<file path="config.mk">
export PLATFORM = sky130hd
export DESIGN_NAME = drive_run_permit
export DESIGN_NICKNAME = d
export VERILOG_FILES = /design/src/shared/drive_permit_pkg.sv /design/src/design/drive_run_permit.sv
export SDC_FILE = /design/constraint.sdc
export NUM_CORES = 1
export LEC_CHECK = 0
export BUFFER_PORTS_ARGS = -buffer_cell sky130_fd_sc_hd__buf_2
export CAP_MARGIN = 20
export CORE_AREA = 4 4 163 165
export CTS_BUF_LIST = sky130_fd_sc_hd__clkbuf_16
export DETAILED_ROUTE_END_ITERATION = 6
export DIE_AREA = 0 0 167 169
export GPL_TIMING_DRIVEN = 0
export PLACE_DENSITY = 0.95
export REMOVE_ABC_BUFFERS = 1
export SETUP_SLACK_MARGIN = 0.2
export SYNTH_ARGS = -nofsm -noshare
export SYNTH_HDL_FRONTEND = slang
export SYNTH_SLANG_ARGS = --single-unit
</file>
<file path="constraint.sdc">
create_clock -name aclk -period 12.1 [get_ports aclk]
set_input_delay 1.21 -clock aclk [delete_from_list [all_inputs] [get_ports aclk]]
set_output_delay 1.21 -clock aclk [all_outputs]
set_load 0.01 [all_outputs]
</file>
<file path="src/shared/drive_permit_pkg.sv">
package drive_permit_pkg;

	// ****************************************
	// Register byte offsets
	// ****************************************
	localparam logic [7:0] CTRL_OFF    = 8'h00;
	localparam logic [7:0] INFUNC_OFF  = 8'h04;
	localparam logic [7:0] OUTSEL_OFF  = 8'h08;
	localparam logic [7:0] MINF_OFF    = 8'h0c;
	localparam logic [7:0] AGREE_OFF   = 8'h10;
	localparam logic [7:0] STATUS_OFF  = 8'h14;
	localparam logic [7:0] IRQ_ST_OFF  = 8'h18;
	localparam logic [7:0] IRQ_MSK_OFF = 8'h1c;

	// ****************************************
	// Reset values and field positions
	// ****************************************
	localparam logic [31:0] CTRL_RST   = 32'h0000_0001;
	localparam logic [31:0] INFUNC_RST = 32'h0000_0000;
	localparam logic [31:0] OUTSEL_RST = 32'h0000_0a00;
	localparam logic [31:0] MINF_RST   = 32'h0000_0000;
	localparam logic [31:0] AGREE_RST  = 32'h0000_0000;
	localparam int REF_LSB  = 0;
	localparam int RUN_LSB  = 2;
	localparam int STOP_LSB = 4;
	localparam int NUM_IN   = 4;
	localparam int NUM_IRQ  = 4;

	// ****************************************
	// Command sources
	// ****************************************
	localparam logic [1:0] SRC_KEYPAD   = 2'h0;
	localparam logic [1:0] SRC_TERMINAL = 2'h1;
	localparam logic [1:0] SRC_SERIAL   = 2'h2;

	// ****************************************
	// Input function codes
	// ****************************************
	localparam logic [7:0] IN_DRV_EN = 8'h6a;
	localparam logic [7:0] IN_SER    = 8'h6b;
	localparam logic [7:0] IN_SER_N  = 8'h6c;
	localparam logic [7:0] IN_AUTO   = 8'h6d;
	localparam logic [7:0] IN_HAND   = 8'h6e;
	localparam logic [7:0] IN_BYPASS = 8'h70;

	// ****************************************
	// Output function codes
	// ****************************************
	localparam logic [7:0] OUT_RUN     = 8'h00;
	localparam logic [7:0] OUT_ZERO    = 8'h01;
	localparam logic [7:0] OUT_AGREE   = 8'h02;
	localparam logic [7:0] OUT_OPT_REF = 8'h09;
	localparam logic [7:0] OUT_REMOTE  = 8'h0a;
	localparam logic [7:0] OUT_UNUSED  = 8'h0f;
	localparam logic [7:0] OUT_ENABLE  = 8'h38;
	localparam logic [7:0] OUT_WAIT    = 8'h39;
	localparam logic [7:0] OUT_OH_RED  = 8'h3a;
	localparam logic [7:0] OUT_SER_RUN = 8'h3b;

	localparam logic [1:0] RESP_OKAY   = 2'h0;
	localparam logic [1:0] RESP_SLVERR = 2'h2;

	// Decoded contact functions
	typedef struct packed {
		logic en_asg;
		logic en_ok;
		logic byp_asg;
		logic byp_ok;
		logic ser_req;
		logic auto_asg;
		logic hand_asg;
		logic keypad;
	} func_s;

	// Whole block state
	typedef struct packed {
		logic [NUM_IN-1:0] in_s1;
		logic [NUM_IN-1:0] in_s2;
		logic              run_s1;
		logic              run_s2;
		logic              oh_s1;
		logic              oh_s2;
		logic [31:0]       ctrl;
		logic [31:0]       infunc;
		logic [31:0]       outsel;
		logic [31:0]       minf;
		logic [31:0]       agree;
		logic [NUM_IRQ-1:0] irq_st;
		logic [NUM_IRQ-1:0] irq_msk;
		logic              src_serial;
		logic              need_cycle;
		logic              prev_ne;
		logic              prev_conf;
		logic              prev_stop;
		logic              run_permit;
		logic              stop_req;
		logic              ne;
		logic              conflict;
		logic              keypad;
		logic [1:0]        cout;
		logic              aw_got;
		logic              w_got;
		logic [7:0]        awaddr;
		logic [31:0]       wdata;
		logic [3:0]        wstrb;
		logic              bvalid;
		logic [1:0]        bresp;
		logic              rvalid;
		logic [31:0]       rdata;
		logic [1:0]        rresp;
	} state_s;

endpackage : drive_permit_pkg

</file>
<file path="src/design/drive_run_permit.sv">
`timescale 1ns/1ps
// Contract
// - Drive-enable input open blocks every run command and shows not-enabled.
// - Run held before drive-enable closes must be removed and reapplied first.
// - Drive-enable opening while running stops using the stop-method setting.
// - Serial-select input open uses terminals per reference setting, closed uses serial.
// - Inverted serial-select: open uses serial, closed uses terminals.
// - Command source changes only take effect while the motor is stopped (only the serial-select switch waits; source setting writes apply at once).
// - Hand-mode closed forces keypad speed source; open leaves reference setting.
// - Auto-mode open forces keypad speed; closed defers; run source unaffected.
// - Auto-mode and hand-mode both assigned raises the configuration conflict fault.
// - With bypass-enable, run whenever run command and bypass input both closed.
// - Bypass open with run asserted blocks running and shows not-enabled.
// - Bypass opening while running stops using the stop-method setting.
// - Two contact outputs with own selects; codes to 3B; defaults 0 and A.
// - Decode listed output codes; unlisted codes leave the output open.
// - During-run output closes with run command present and voltage output.
// - Zero-speed output closes while output frequency below minimum frequency.
// - Agree output closes while output frequency within agree width of command.
module drive_run_permit (
	input  wire logic                 aclk,
	input  wire logic                 aresetn,
	input  wire logic [31:0]          s_axi_awaddr,
	input  wire logic                 s_axi_awvalid,
	output logic                      s_axi_awready,
	input  wire logic [31:0]          s_axi_wdata,
	input  wire logic [3:0]           s_axi_wstrb,
	input  wire logic                 s_axi_wvalid,
	output logic                      s_axi_wready,
	output logic [1:0]                s_axi_bresp,
	output logic                      s_axi_bvalid,
	input  wire logic                 s_axi_bready,
	input  wire logic [31:0]          s_axi_araddr,
	input  wire logic                 s_axi_arvalid,
	output logic                      s_axi_arready,
	output logic [31:0]               s_axi_rdata,
	output logic [1:0]                s_axi_rresp,
	output logic                      s_axi_rvalid,
	input  wire logic                 s_axi_rready,
	input  wire logic [3:0]           contact_in,
	input  wire logic                 run_cmd_terminal,
	input  wire logic                 run_cmd_serial,
	input  wire logic                 run_cmd_keypad,
	input  wire logic                 overheat_reduced,
	input  wire logic                 output_active,
	input  wire logic                 motor_stopped,
	input  wire logic signed [15:0]   freq_out,
	input  wire logic signed [15:0]   freq_ref,
	input  wire logic [15:0]          aux_status,
	output logic                      run_permit,
	output logic                      stop_request,
	output logic [1:0]                stop_method,
	output logic                      not_enabled_indication,
	output logic                      config_conflict_fault,
	output logic                      run_from_serial,
	output logic                      speed_from_keypad,
	output logic [1:0]                contact_out,
	output logic                      irq
);

	// ****************************************
	// State
	// ****************************************
	localparam int NUM_OUT = 2;

	drive_permit_pkg::state_s st_ff;
	drive_permit_pkg::state_s nxt_st;
	drive_permit_pkg::func_s  fn;
	logic [drive_permit_pkg::NUM_IN-1:0] is_en;
	logic [drive_permit_pkg::NUM_IN-1:0] is_byp;
	logic [drive_permit_pkg::NUM_IN-1:0] is_ser;
	logic [drive_permit_pkg::NUM_IN-1:0] is_sern;
	logic [drive_permit_pkg::NUM_IN-1:0] is_auto;
	logic [drive_permit_pkg::NUM_IN-1:0] is_hand;
	logic [1:0]  ref_src;
	logic [1:0]  run_src;
	logic        run_cmd;
	logic [15:0] fout_abs;
	logic [15:0] fref_abs;
	logic [15:0] fdiff;
	logic [NUM_OUT-1:0] out_val;
	logic [drive_permit_pkg::NUM_IRQ-1:0] ev;
	logic [31:0] status_word;

	// ****************************************
	// Input function decode
	// ****************************************

	// Per-input comparison against the function codes
	generate
		for (genvar i = 0; i < drive_permit_pkg::NUM_IN; i++) begin : g_in
			logic [7:0] code;
			assign code       = st_ff.infunc[8*i +: 8];
			assign is_en[i]   = (code == drive_permit_pkg::IN_DRV_EN);
			assign is_byp[i]  = (code == drive_permit_pkg::IN_BYPASS);
			assign is_ser[i]  = (code == drive_permit_pkg::IN_SER);
			assign is_sern[i] = (code == drive_permit_pkg::IN_SER_N);
			assign is_auto[i] = (code == drive_permit_pkg::IN_AUTO);
			assign is_hand[i] = (code == drive_permit_pkg::IN_HAND);
		end
	endgenerate

	// Combine synchronised contacts with their functions
	always_comb begin
		fn.en_asg   = |is_en;
		fn.en_ok    = ((is_en & ~st_ff.in_s2) == '0);
		fn.byp_asg  = |is_byp;
		fn.byp_ok   = ((is_byp & ~st_ff.in_s2) == '0);
		fn.ser_req  = |(is_ser & st_ff.in_s2) | |(is_sern & ~st_ff.in_s2);
		fn.auto_asg = |is_auto;
		fn.hand_asg = |is_hand;
		fn.keypad   = |(is_hand & st_ff.in_s2) | |(is_auto & ~st_ff.in_s2);
	end

	// ****************************************
	// Command source selection
	// ****************************************

	// Latched serial selection overrides the settings
	always_comb begin
		ref_src = st_ff.ctrl[drive_permit_pkg::REF_LSB +: 2];
		run_src = st_ff.ctrl[drive_permit_pkg::RUN_LSB +: 2];
		if (st_ff.src_serial) begin
			ref_src = drive_permit_pkg::SRC_SERIAL;
			run_src = drive_permit_pkg::SRC_SERIAL;
		end
		case (run_src)
			drive_permit_pkg::SRC_KEYPAD:   run_cmd = run_cmd_keypad;
			drive_permit_pkg::SRC_TERMINAL: run_cmd = st_ff.run_s2;
			drive_permit_pkg::SRC_SERIAL:   run_cmd = run_cmd_serial;
			default:                        run_cmd = 1'b0;
		endcase
	end

	// Frequency magnitudes for direction-free compare
	always_comb begin
		fout_abs = freq_out[15] ? 16'(-freq_out) : 16'(freq_out);
		fref_abs = freq_ref[15] ? 16'(-freq_ref) : 16'(freq_ref);
		fdiff    = (fout_abs > fref_abs) ? fout_abs - fref_abs : fref_abs - fout_abs;
	end

	// ****************************************
	// Contact output decode
	// ****************************************

	// One selector per output
	generate
		for (genvar k = 0; k < NUM_OUT; k++) begin : g_out
			logic [7:0] sel;
			assign sel = st_ff.outsel[8*k +: 8];
			always_comb begin
				case (sel)
					drive_permit_pkg::OUT_RUN:     out_val[k] = run_cmd & output_active;
					drive_permit_pkg::OUT_ZERO:    out_val[k] = fout_abs < st_ff.minf[15:0];
					drive_permit_pkg::OUT_AGREE:   out_val[k] = fdiff <= st_ff.agree[15:0];
					8'h03: out_val[k] = aux_status[0];
					8'h04: out_val[k] = aux_status[1];
					8'h05: out_val[k] = aux_status[2];
					8'h06: out_val[k] = aux_status[3];
					8'h07: out_val[k] = aux_status[4];
					8'h08: out_val[k] = aux_status[5];
					drive_permit_pkg::OUT_OPT_REF: out_val[k] = st_ff.keypad;
					drive_permit_pkg::OUT_REMOTE:  out_val[k] = run_src == drive_permit_pkg::SRC_KEYPAD;
					8'h0b: out_val[k] = aux_status[6];
					8'h0c: out_val[k] = aux_status[7];
					8'h0d: out_val[k] = aux_status[8];
					8'h0e: out_val[k] = aux_status[9];
					drive_permit_pkg::OUT_UNUSED:  out_val[k] = 1'b0;
					8'h10: out_val[k] = aux_status[10];
					8'h11: out_val[k] = aux_status[11];
					8'h12: out_val[k] = aux_status[12];
					8'h17: out_val[k] = aux_status[13];
					8'h1a: out_val[k] = freq_out[15];
					8'h1e: out_val[k] = aux_status[14];
					8'h1f: out_val[k] = aux_status[15];
					8'h20: out_val[k] = st_ff.oh_s2;
					drive_permit_pkg::OUT_ENABLE:  out_val[k] = fn.en_ok & fn.byp_ok;
					drive_permit_pkg::OUT_WAIT:    out_val[k] = run_cmd & ~st_ff.run_permit;
					drive_permit_pkg::OUT_OH_RED:  out_val[k] = st_ff.oh_s2;
					drive_permit_pkg::OUT_SER_RUN: out_val[k] = run_src == drive_permit_pkg::SRC_SERIAL;
					default:                       out_val[k] = 1'b0;
				endcase
			end
		end
	endgenerate

	// ****************************************
	// Next state
	// ****************************************
	always_comb begin
		nxt_st = st_ff;

		// Two-stage synchronisers on pins
		nxt_st.in_s1  = contact_in;
		nxt_st.in_s2  = st_ff.in_s1;
		nxt_st.run_s1 = run_cmd_terminal;
		nxt_st.run_s2 = st_ff.run_s1;
		nxt_st.oh_s1  = overheat_reduced;
		nxt_st.oh_s2  = st_ff.oh_s1;

		// Source switch only at standstill
		if (motor_stopped) begin
			nxt_st.src_serial = fn.ser_req;
		end

		// Run held across enable closing needs a cycle
		if (!run_cmd) begin
			nxt_st.need_cycle = 1'b0;
		end else if (fn.en_asg && !fn.en_ok) begin
			nxt_st.need_cycle = 1'b1;
		end

		nxt_st.conflict   = fn.auto_asg & fn.hand_asg;
		nxt_st.keypad     = fn.keypad | (ref_src == drive_permit_pkg::SRC_KEYPAD);
		nxt_st.run_permit = run_cmd & fn.en_ok & fn.byp_ok & ~nxt_st.need_cycle
			& ~nxt_st.conflict;
		nxt_st.stop_req   = output_active & (~fn.en_ok | ~fn.byp_ok);
		nxt_st.ne         = (fn.en_asg & ~fn.en_ok)
			| (fn.byp_asg & ~fn.byp_ok & run_cmd);
		nxt_st.cout       = out_val;
		nxt_st.prev_ne    = st_ff.ne;
		nxt_st.prev_conf  = st_ff.conflict;
		nxt_st.prev_stop  = st_ff.stop_req;

		// Write channel capture
		if (s_axi_awvalid && s_axi_awready) begin
			nxt_st.aw_got = 1'b1;
			nxt_st.awaddr = s_axi_awaddr[7:0];
		end
		if (s_axi_wvalid && s_axi_wready) begin
			nxt_st.w_got = 1'b1;
			nxt_st.wdata = s_axi_wdata;
			nxt_st.wstrb = s_axi_wstrb;
		end
		if (st_ff.bvalid && s_axi_bready) begin
			nxt_st.bvalid = 1'b0;
		end

		// Sticky events; set wins over clear
		if (st_ff.aw_got && st_ff.w_got && !st_ff.bvalid) begin
			nxt_st.aw_got = 1'b0;
			nxt_st.w_got  = 1'b0;
			nxt_st.bvalid = 1'b1;
			nxt_st.bresp  = drive_permit_pkg::RESP_OKAY;
			case (st_ff.awaddr)
				drive_permit_pkg::CTRL_OFF:    nxt_st.ctrl   = merge(st_ff.ctrl);
				drive_permit_pkg::INFUNC_OFF:  nxt_st.infunc = merge(st_ff.infunc);
				drive_permit_pkg::OUTSEL_OFF:  nxt_st.outsel = merge(st_ff.outsel);
				drive_permit_pkg::MINF_OFF:    nxt_st.minf   = merge(st_ff.minf);
				drive_permit_pkg::AGREE_OFF:   nxt_st.agree  = merge(st_ff.agree);
				drive_permit_pkg::STATUS_OFF:  nxt_st.bresp  = drive_permit_pkg::RESP_OKAY;
				drive_permit_pkg::IRQ_ST_OFF: begin
					if (st_ff.wstrb[0]) begin
						nxt_st.irq_st = st_ff.irq_st & ~st_ff.wdata[drive_permit_pkg::NUM_IRQ-1:0];
					end
				end
				drive_permit_pkg::IRQ_MSK_OFF: begin
					if (st_ff.wstrb[0]) begin
						nxt_st.irq_msk = st_ff.wdata[drive_permit_pkg::NUM_IRQ-1:0];
					end
				end
				default: nxt_st.bresp = drive_permit_pkg::RESP_SLVERR;
			endcase
		end
		nxt_st.irq_st = nxt_st.irq_st | ev;

		// Read channel
		if (st_ff.rvalid && s_axi_rready) begin
			nxt_st.rvalid = 1'b0;
		end
		if (s_axi_arvalid && s_axi_arready) begin
			nxt_st.rvalid = 1'b1;
			nxt_st.rresp  = drive_permit_pkg::RESP_OKAY;
			case (s_axi_araddr[7:0])
				drive_permit_pkg::CTRL_OFF:    nxt_st.rdata = st_ff.ctrl;
				drive_permit_pkg::INFUNC_OFF:  nxt_st.rdata = st_ff.infunc;
				drive_permit_pkg::OUTSEL_OFF:  nxt_st.rdata = st_ff.outsel;
				drive_permit_pkg::MINF_OFF:    nxt_st.rdata = st_ff.minf;
				drive_permit_pkg::AGREE_OFF:   nxt_st.rdata = st_ff.agree;
				drive_permit_pkg::STATUS_OFF:  nxt_st.rdata = status_word;
				drive_permit_pkg::IRQ_ST_OFF:  nxt_st.rdata = 32'(st_ff.irq_st);
				drive_permit_pkg::IRQ_MSK_OFF: nxt_st.rdata = 32'(st_ff.irq_msk);
				default: begin
					nxt_st.rdata = 32'h0000_0000;
					nxt_st.rresp = drive_permit_pkg::RESP_SLVERR;
				end
			endcase
		end
	end

	// Byte-lane merge of a pending write
	function automatic logic [31:0] merge(input logic [31:0] old);
		logic [31:0] res;
		res = old;
		for (int b = 0; b < 4; b++) begin
			if (st_ff.wstrb[b]) begin
				res[8*b +: 8] = st_ff.wdata[8*b +: 8];
			end
		end
		return res;
	endfunction : merge

	// Event rising edges; bit 3 is a level flag for a serial-select change held off while running
	always_comb begin
		ev[0] = st_ff.ne & ~st_ff.prev_ne;
		ev[1] = st_ff.conflict & ~st_ff.prev_conf;
		ev[2] = st_ff.stop_req & ~st_ff.prev_stop;
		ev[3] = ~motor_stopped & (fn.ser_req != st_ff.src_serial);
	end

	// Live status word
	always_comb begin
		status_word = {22'h00_0000, st_ff.cout, st_ff.keypad, st_ff.src_serial,
			st_ff.conflict, st_ff.ne, st_ff.need_cycle, st_ff.stop_req,
			st_ff.run_permit, motor_stopped};
	end

	// ****************************************
	// Registers
	// ****************************************
	always_ff @(posedge aclk) begin
		if (!aresetn) begin
			st_ff        <= '0;
			st_ff.ctrl   <= drive_permit_pkg::CTRL_RST;
			st_ff.infunc <= drive_permit_pkg::INFUNC_RST;
			st_ff.outsel <= drive_permit_pkg::OUTSEL_RST;
			st_ff.minf   <= drive_permit_pkg::MINF_RST;
			st_ff.agree  <= drive_permit_pkg::AGREE_RST;
		end else begin
			st_ff <= nxt_st;
		end
	end

	// ****************************************
	// Outputs
	// ****************************************
	assign s_axi_awready          = ~st_ff.aw_got & ~st_ff.bvalid;
	assign s_axi_wready           = ~st_ff.w_got & ~st_ff.bvalid;
	assign s_axi_bvalid           = st_ff.bvalid;
	assign s_axi_bresp            = st_ff.bresp;
	assign s_axi_arready          = ~st_ff.rvalid;
	assign s_axi_rvalid           = st_ff.rvalid;
	assign s_axi_rdata            = st_ff.rdata;
	assign s_axi_rresp            = st_ff.rresp;
	assign run_permit             = st_ff.run_permit;
	assign stop_request           = st_ff.stop_req;
	assign stop_method            = st_ff.ctrl[drive_permit_pkg::STOP_LSB +: 2];
	assign not_enabled_indication = st_ff.ne;
	assign config_conflict_fault  = st_ff.conflict;
	assign run_from_serial        = st_ff.src_serial;
	assign speed_from_keypad      = st_ff.keypad;
	assign contact_out            = st_ff.cout;
	assign irq                    = |(st_ff.irq_st & st_ff.irq_msk);

endmodule : drive_run_permit

</file>
* Yosys cells after proc, flatten, opt, wreduce, memory -nomap -nowiden *
Cells that the tools add are included.

word-level totals
  bits in registers = 276
  input port bits = 165
  output and inout port bits = 52
  logic and storage cells = 274

operators by class
  $add $sub $neg = 4
  $lt $le $gt $ge = 3
  equality and inequality tests = 93
  multiplexer cells = 22
  bitwise logic cells = 48
  reductions and logical operators = 55

operators by type and width
  operator                                                                number
  32-bit one-hot mux with 8 select lines                                  1
  8-bit by 7-bit equality test with 1-bit output (second input constant)  24
  8-bit by 5-bit equality test with 1-bit output (second input constant)  22
  8-bit by 4-bit equality test with 1-bit output (second input constant)  18
  8-bit by 3-bit equality test with 1-bit output (second input constant)  10
  8-bit by 6-bit equality test with 1-bit output (second input constant)  10
  3-bit AND reduction                                                     21
  1-bit one-hot mux with 26 select lines                                  2
  16-bit 2-to-1 mux                                                       3
  4-bit OR reduction                                                      9
  35-bit 2-to-1 mux                                                       1
  4-bit AND                                                               8
  8-bit by 2-bit equality test with 1-bit output (second input constant)  4
  8-bit zero test                                                         4
  16-bit negator                                                          2
  16-bit subtractor                                                       2
  1-bit AND                                                               18
  8-bit by 1-bit equality test with 1-bit output (second input constant)  2
  16-bit greater-than comparator                                          1
  16-bit less-or-equal comparator                                         1
  16-bit less-than comparator                                             1
  4-bit 2-to-1 mux                                                        4
  8-bit OR reduction                                                      2
  1-bit NOT                                                               14
  17 further kinds                                                        41

* Logic depth before layout (Yosys ltp) *
  depth after elaboration = 10
  gate-level depth with buffers = 27
  mapped depth without buffers = 25

* Least setup slack after synthesis *
Ideal clock, no wire load.

  path kind = in2reg
  start = input freq_out[5]
  end = register st_ff, in the netlist contact_out[0]
  library setup time = 0.074 ns
  data arrival time = 6.858 ns
  data required time = 12.026 ns
  slack = 5.168 ns
  stages = 24
  buffers on the path = 2
  path through = or4_4 -> or4_1 -> or3_1 -> o31a_1 -> xnor2_1 -> ha_1 -> clkbuf_1 -> nand2_1 -> or3_1 -> or3_1 -> nor3_1 -> a211o_1 -> buf_6 -> mux2_2 -> xor2_1 -> ha_1 -> a21o_1 -> a21o_1 -> a211o_1 -> o211ai_1 -> a21oi_1 -> a2111oi_0 -> o2111ai_1 -> a31oi_1

between the ends
  cells in the longest elaborated chain, start to end = 6
  elaborated cells between the ends (all ways) = 9
  those cells by class = 3 x add/sub; 3 x order compare; 3 x mux

ends and longest elaborated chain
  item                                                                 RTL line                 text
  from (decl)                                                          drive_run_permit.sv:47   input wire logic signed [15:0] freq_out,
  16-bit negator                                                       drive_run_permit.sv:137  fout_abs = freq_out[15] ? 16'(-freq_out) : 16'(freq_out);
  16-bit 2-to-1 mux *                                                  drive_run_permit.sv:137
  16-bit subtractor or 16-bit greater-than comparator (tied branches)  drive_run_permit.sv:139  fdiff = (fout_abs > fref_abs) ? fout_abs - fref_abs : fref_abs - fout_abs;
  16-bit 2-to-1 mux                                                    drive_run_permit.sv:139
  16-bit less-or-equal comparator                                      drive_run_permit.sv:155  drive_permit_pkg::OUT_AGREE: out_val[k] = fdiff <= st_ff.agree[15:0];
  1-bit one-hot mux with 26 select lines *                             drive_run_permit.sv:152  case (sel)
  to (signal assigned)                                                 drive_run_permit.sv:330  st_ff <= nxt_st;
  to (decl)                                                            drive_run_permit.sv:66   drive_permit_pkg::state_s st_ff;

Mark *: on every way between the ends. The rest lies on a longest branch, timed or not.
A chain may end at the register's enable or synchronous reset.

* Final worst setup path *
Same ends and word-level chain as after synthesis.

==> reports/metrics.yaml <==
cts.sinks: 274
outcome: "complete, no violations"
hold_path_class: "flip-flop to flip-flop"
swShare_pct: 27.8
port_buffers: 166
dp_hpwl_mm: 32.3
drive_gt1_share_pct: 12.7
synth_top_cell_area_share_pct: 35.1
ys_ff_latch: 274
period_share_pct: 65.9
postLayoutCoreUtil_pct: 68.9
rows: 58
worst_pin_slew_ns: 1.14
hold_viol_final: 0
comb_power_share_pct: 18.6
ys_types: 75
clock.fmax_ghz: 0.125
postCtsResizedCells: 0
cp-end-kind: "flip-flop"
drc: 0
grt_first_pass_wirelength_mm: 73.0
synth_area_per_cell_um2: 8.36
cts_htree_levels: 1
grt_pass1_vias: 14100
use_met3_pct: 4.69
pwr-share-clk_pct: 36.9
r2r-end: "st_ff[134]"
syn_to_final_growth_pct: 10.4
setup_viol: 0
crit_chain: "buf_2, or4_4, or4_1, or3_1, o31a_1, xnor2_1, ha_1, nand2_1, or3_1, or3_1, nor3_1, a211o_1, mux2_2, xor2_1, ha_1, a21o_1, a21o_1, a211o_1, o211ai_1, a21oi_1, a2111oi_0, o2111ai_1, a31oi_1"
wl_per_cell_um: 20.3
yosysWarnings: 0
first_iter_violations: 1850
cts_tree: "yes"
clkLatencyLatePin_ns: 0.54
p_seq_share_pct: 44.5
start_util_pct: 62.4
worst_setup_path_start_kind: "input port"
r2r_slack_ns: 9.01
yosysTopAreaCell: "dfxtp_1"
cp_num_buf_inv: 1
maxCapViolCount: 0
p_int_mw: 1.52
ir_worst_vdd_mv: 0.113
relSlewSlack_pct: 23.2
detail_route.first_pass.iterations: 7
synth_ff_type: "dfxtp_1"
layout_commonest_cell: "dfxtp_1"
mostFrequentLayoutCells: "dfxtp_1 (274), nand2_1 (256), buf_2 (167)"
gp_congestion: 1.06
finalSetupTns_ns: 0
leakagePower_nw: 7.13
r2r_cells: 6
grt_usage_pct: 30.9
required_ns: 12.50
grt_use_met2_pct: 53.3
die-area_um2: 28200
skew_ns: 0.0181
path_common_cell: "or3_1"
cp_slowest_cell: "a211o_1"
drv_slew: 0
hold_end: "st_ff[266]"
worstReg2RegStart: "st_ff[81]"
vias_per_cell: 6.35
finalWorstPathRequiredPeriod_ns: 7.97
via_count: 14400
p_per_area_nw_per_um2: 123
rsz0062_at_grt: "false"
ioPinCount: 217
synthCells: 1868
ys_seq_area_share_pct: 35.1
drtAntennaViolNets: 0
fin_nets: 2155
yosys-top-cells-area: "dfxtp_1 (35%), mux2i_1 (8.1%), nor2b_1 (6.4%), nand2_1 (6.2%), ha_1 (4.9%)"
critPathArrivalTime_ns: 8.37
crit_family: "compound AO/OA/AOI/OAI gates"
p_sw_uw: 588
path_max_fanout: 15
antenna_found_initial: 1
cts_buffers: 25
clockRootBuffer: "clkbuf_16"
grt_busiest_layer: "met2"
cts-hold-fix-buffers: 0
fp.coreArea_um2: 25000
async_flop_share_pct: 0
synth_edf_count: 0
grt_remaining_overflow: 0
syn_area_um2: 15600
grt_start_max_net_pins: 185
dieHeight_um: 169
max_stage_delay_ns: 0.69
clk_pin_slew_ns: 0.07
crit_type: "input port to flip-flop"
cts_setup_buffers: 0
wl_mm: 46.2
min_from: "nxt_st[266]"
dieWidth_um: 167
whs_path_depth: 1
use_met1_pct: 38.5
cts_buffer_depth: 3
## synthesized netlist by cell type (all sizes together) (22+ instances only)
cell type,instances
dfxtp,274
nand2,256
nor2b,159
mux2i,126
clkbuf,110
a21boi,101
a21oi,99
inv,76
nor2,65
ha,61
a22oi,56
nand3,50
buf,47
and2,35
xnor2,34
o21ai,31
nor3,26
nand4,25
a222oi,22
## how the worst max path moves through the flow
stage | startpoint | endpoint | slack (ns) | cells past startpoint
finish | freq_out[5] | contact_out[0] | 4.13 | 23
global route | freq_out[5] | contact_out[0] | 3.95 | 23
CTS | freq_out[5] | contact_out[0] | 4.22 | 23
detailed placement | freq_out[5] | contact_out[0] | 3.71 | 23
global placement | freq_out[5] | contact_out[0] | 3.77 | 23
floorplan | freq_out[5] | contact_out[0] | 4.96 | 22
## stage by stage
step                power [mW]  hold WS, ns  cells  setup WS [ns]  instance area [um2]
floorplan                 1.21        0.412   1712           4.96                14900
global placement          1.32        0.416   2208           3.77                16100
detailed placement        1.34        0.420   2225           3.71                16400
CTS                       2.10        0.436   2268           4.22                17200
global route              2.19        0.471   2273           3.95                17200
finish                    2.11        0.437   2274           4.13                17200
## flip-flops by register name (all words and copies together) (netlist names)
name / flops
config_conflict_fault: 1
contact_out: 2
g_in.code: 32
g_out.sel: 16
not_enabled_indication: 1
nxt_st: 6
run_from_serial: 1
run_permit: 1
s_axi_bresp: 1
s_axi_bvalid: 1
s_axi_rdata: 32
s_axi_rresp: 1
s_axi_rvalid: 1
speed_from_keypad: 1
st_ff: 174
stop_method: 2
stop_request: 1
## power groups by stage
stage                     clock, mW  sequential, mW  combinational (mW)
final                         0.780           0.939               0.394
after CTS                     0.779           0.937               0.387
after detailed placement          0           0.957               0.382
after floorplan                   0           0.950               0.258
after global placement            0           0.956               0.364
after global routing          0.816           0.940               0.433
## cell type report
cell class	instances	area [um2]
multi-input combinational	1362	9110
fill	1834	7790
sequential	274	5490
timing repair buffer	188	1150
clock buffer	25	626
tap	330	413
inverter	76	285
clock inverter	18	165
antenna	1	2.50
## worst register-to-register path, stage by stage (launching register included)
cell and delay [ns]:
dfxtp_1 0.32, nor3_1 0.57, nand2_1 0.15, nor3_1 0.89, nand2_1 0.65, mux2i_1 0.34
nor2b_1 0.07
## cells by family after synthesis
group	count (synthesis)	synth area share, %
buffers and inverters	233	6.73
multiplexers	131	8.44
AND/OR/NAND/NOR	700	22.9
flip-flops	274	35.1
other	1	0.0240
AO/OA/AOI/OAI	420	19.0
XOR/XNOR	45	2.57
adder cells (fa/ha/maj)	64	5.21
## per-layer routing
metal / wire length (um) / vias to the layer above / share of wire [%]
met2: 21900 / 833 / 47
met4: 2240 / 2 / 4.8
met1: 17900 / 6774 / 39
met5: 15 / - / 0.032
met3: 4120 / 188 / 8.9
li1: - / 6640 / -
(Power assumes the default switching activity.)
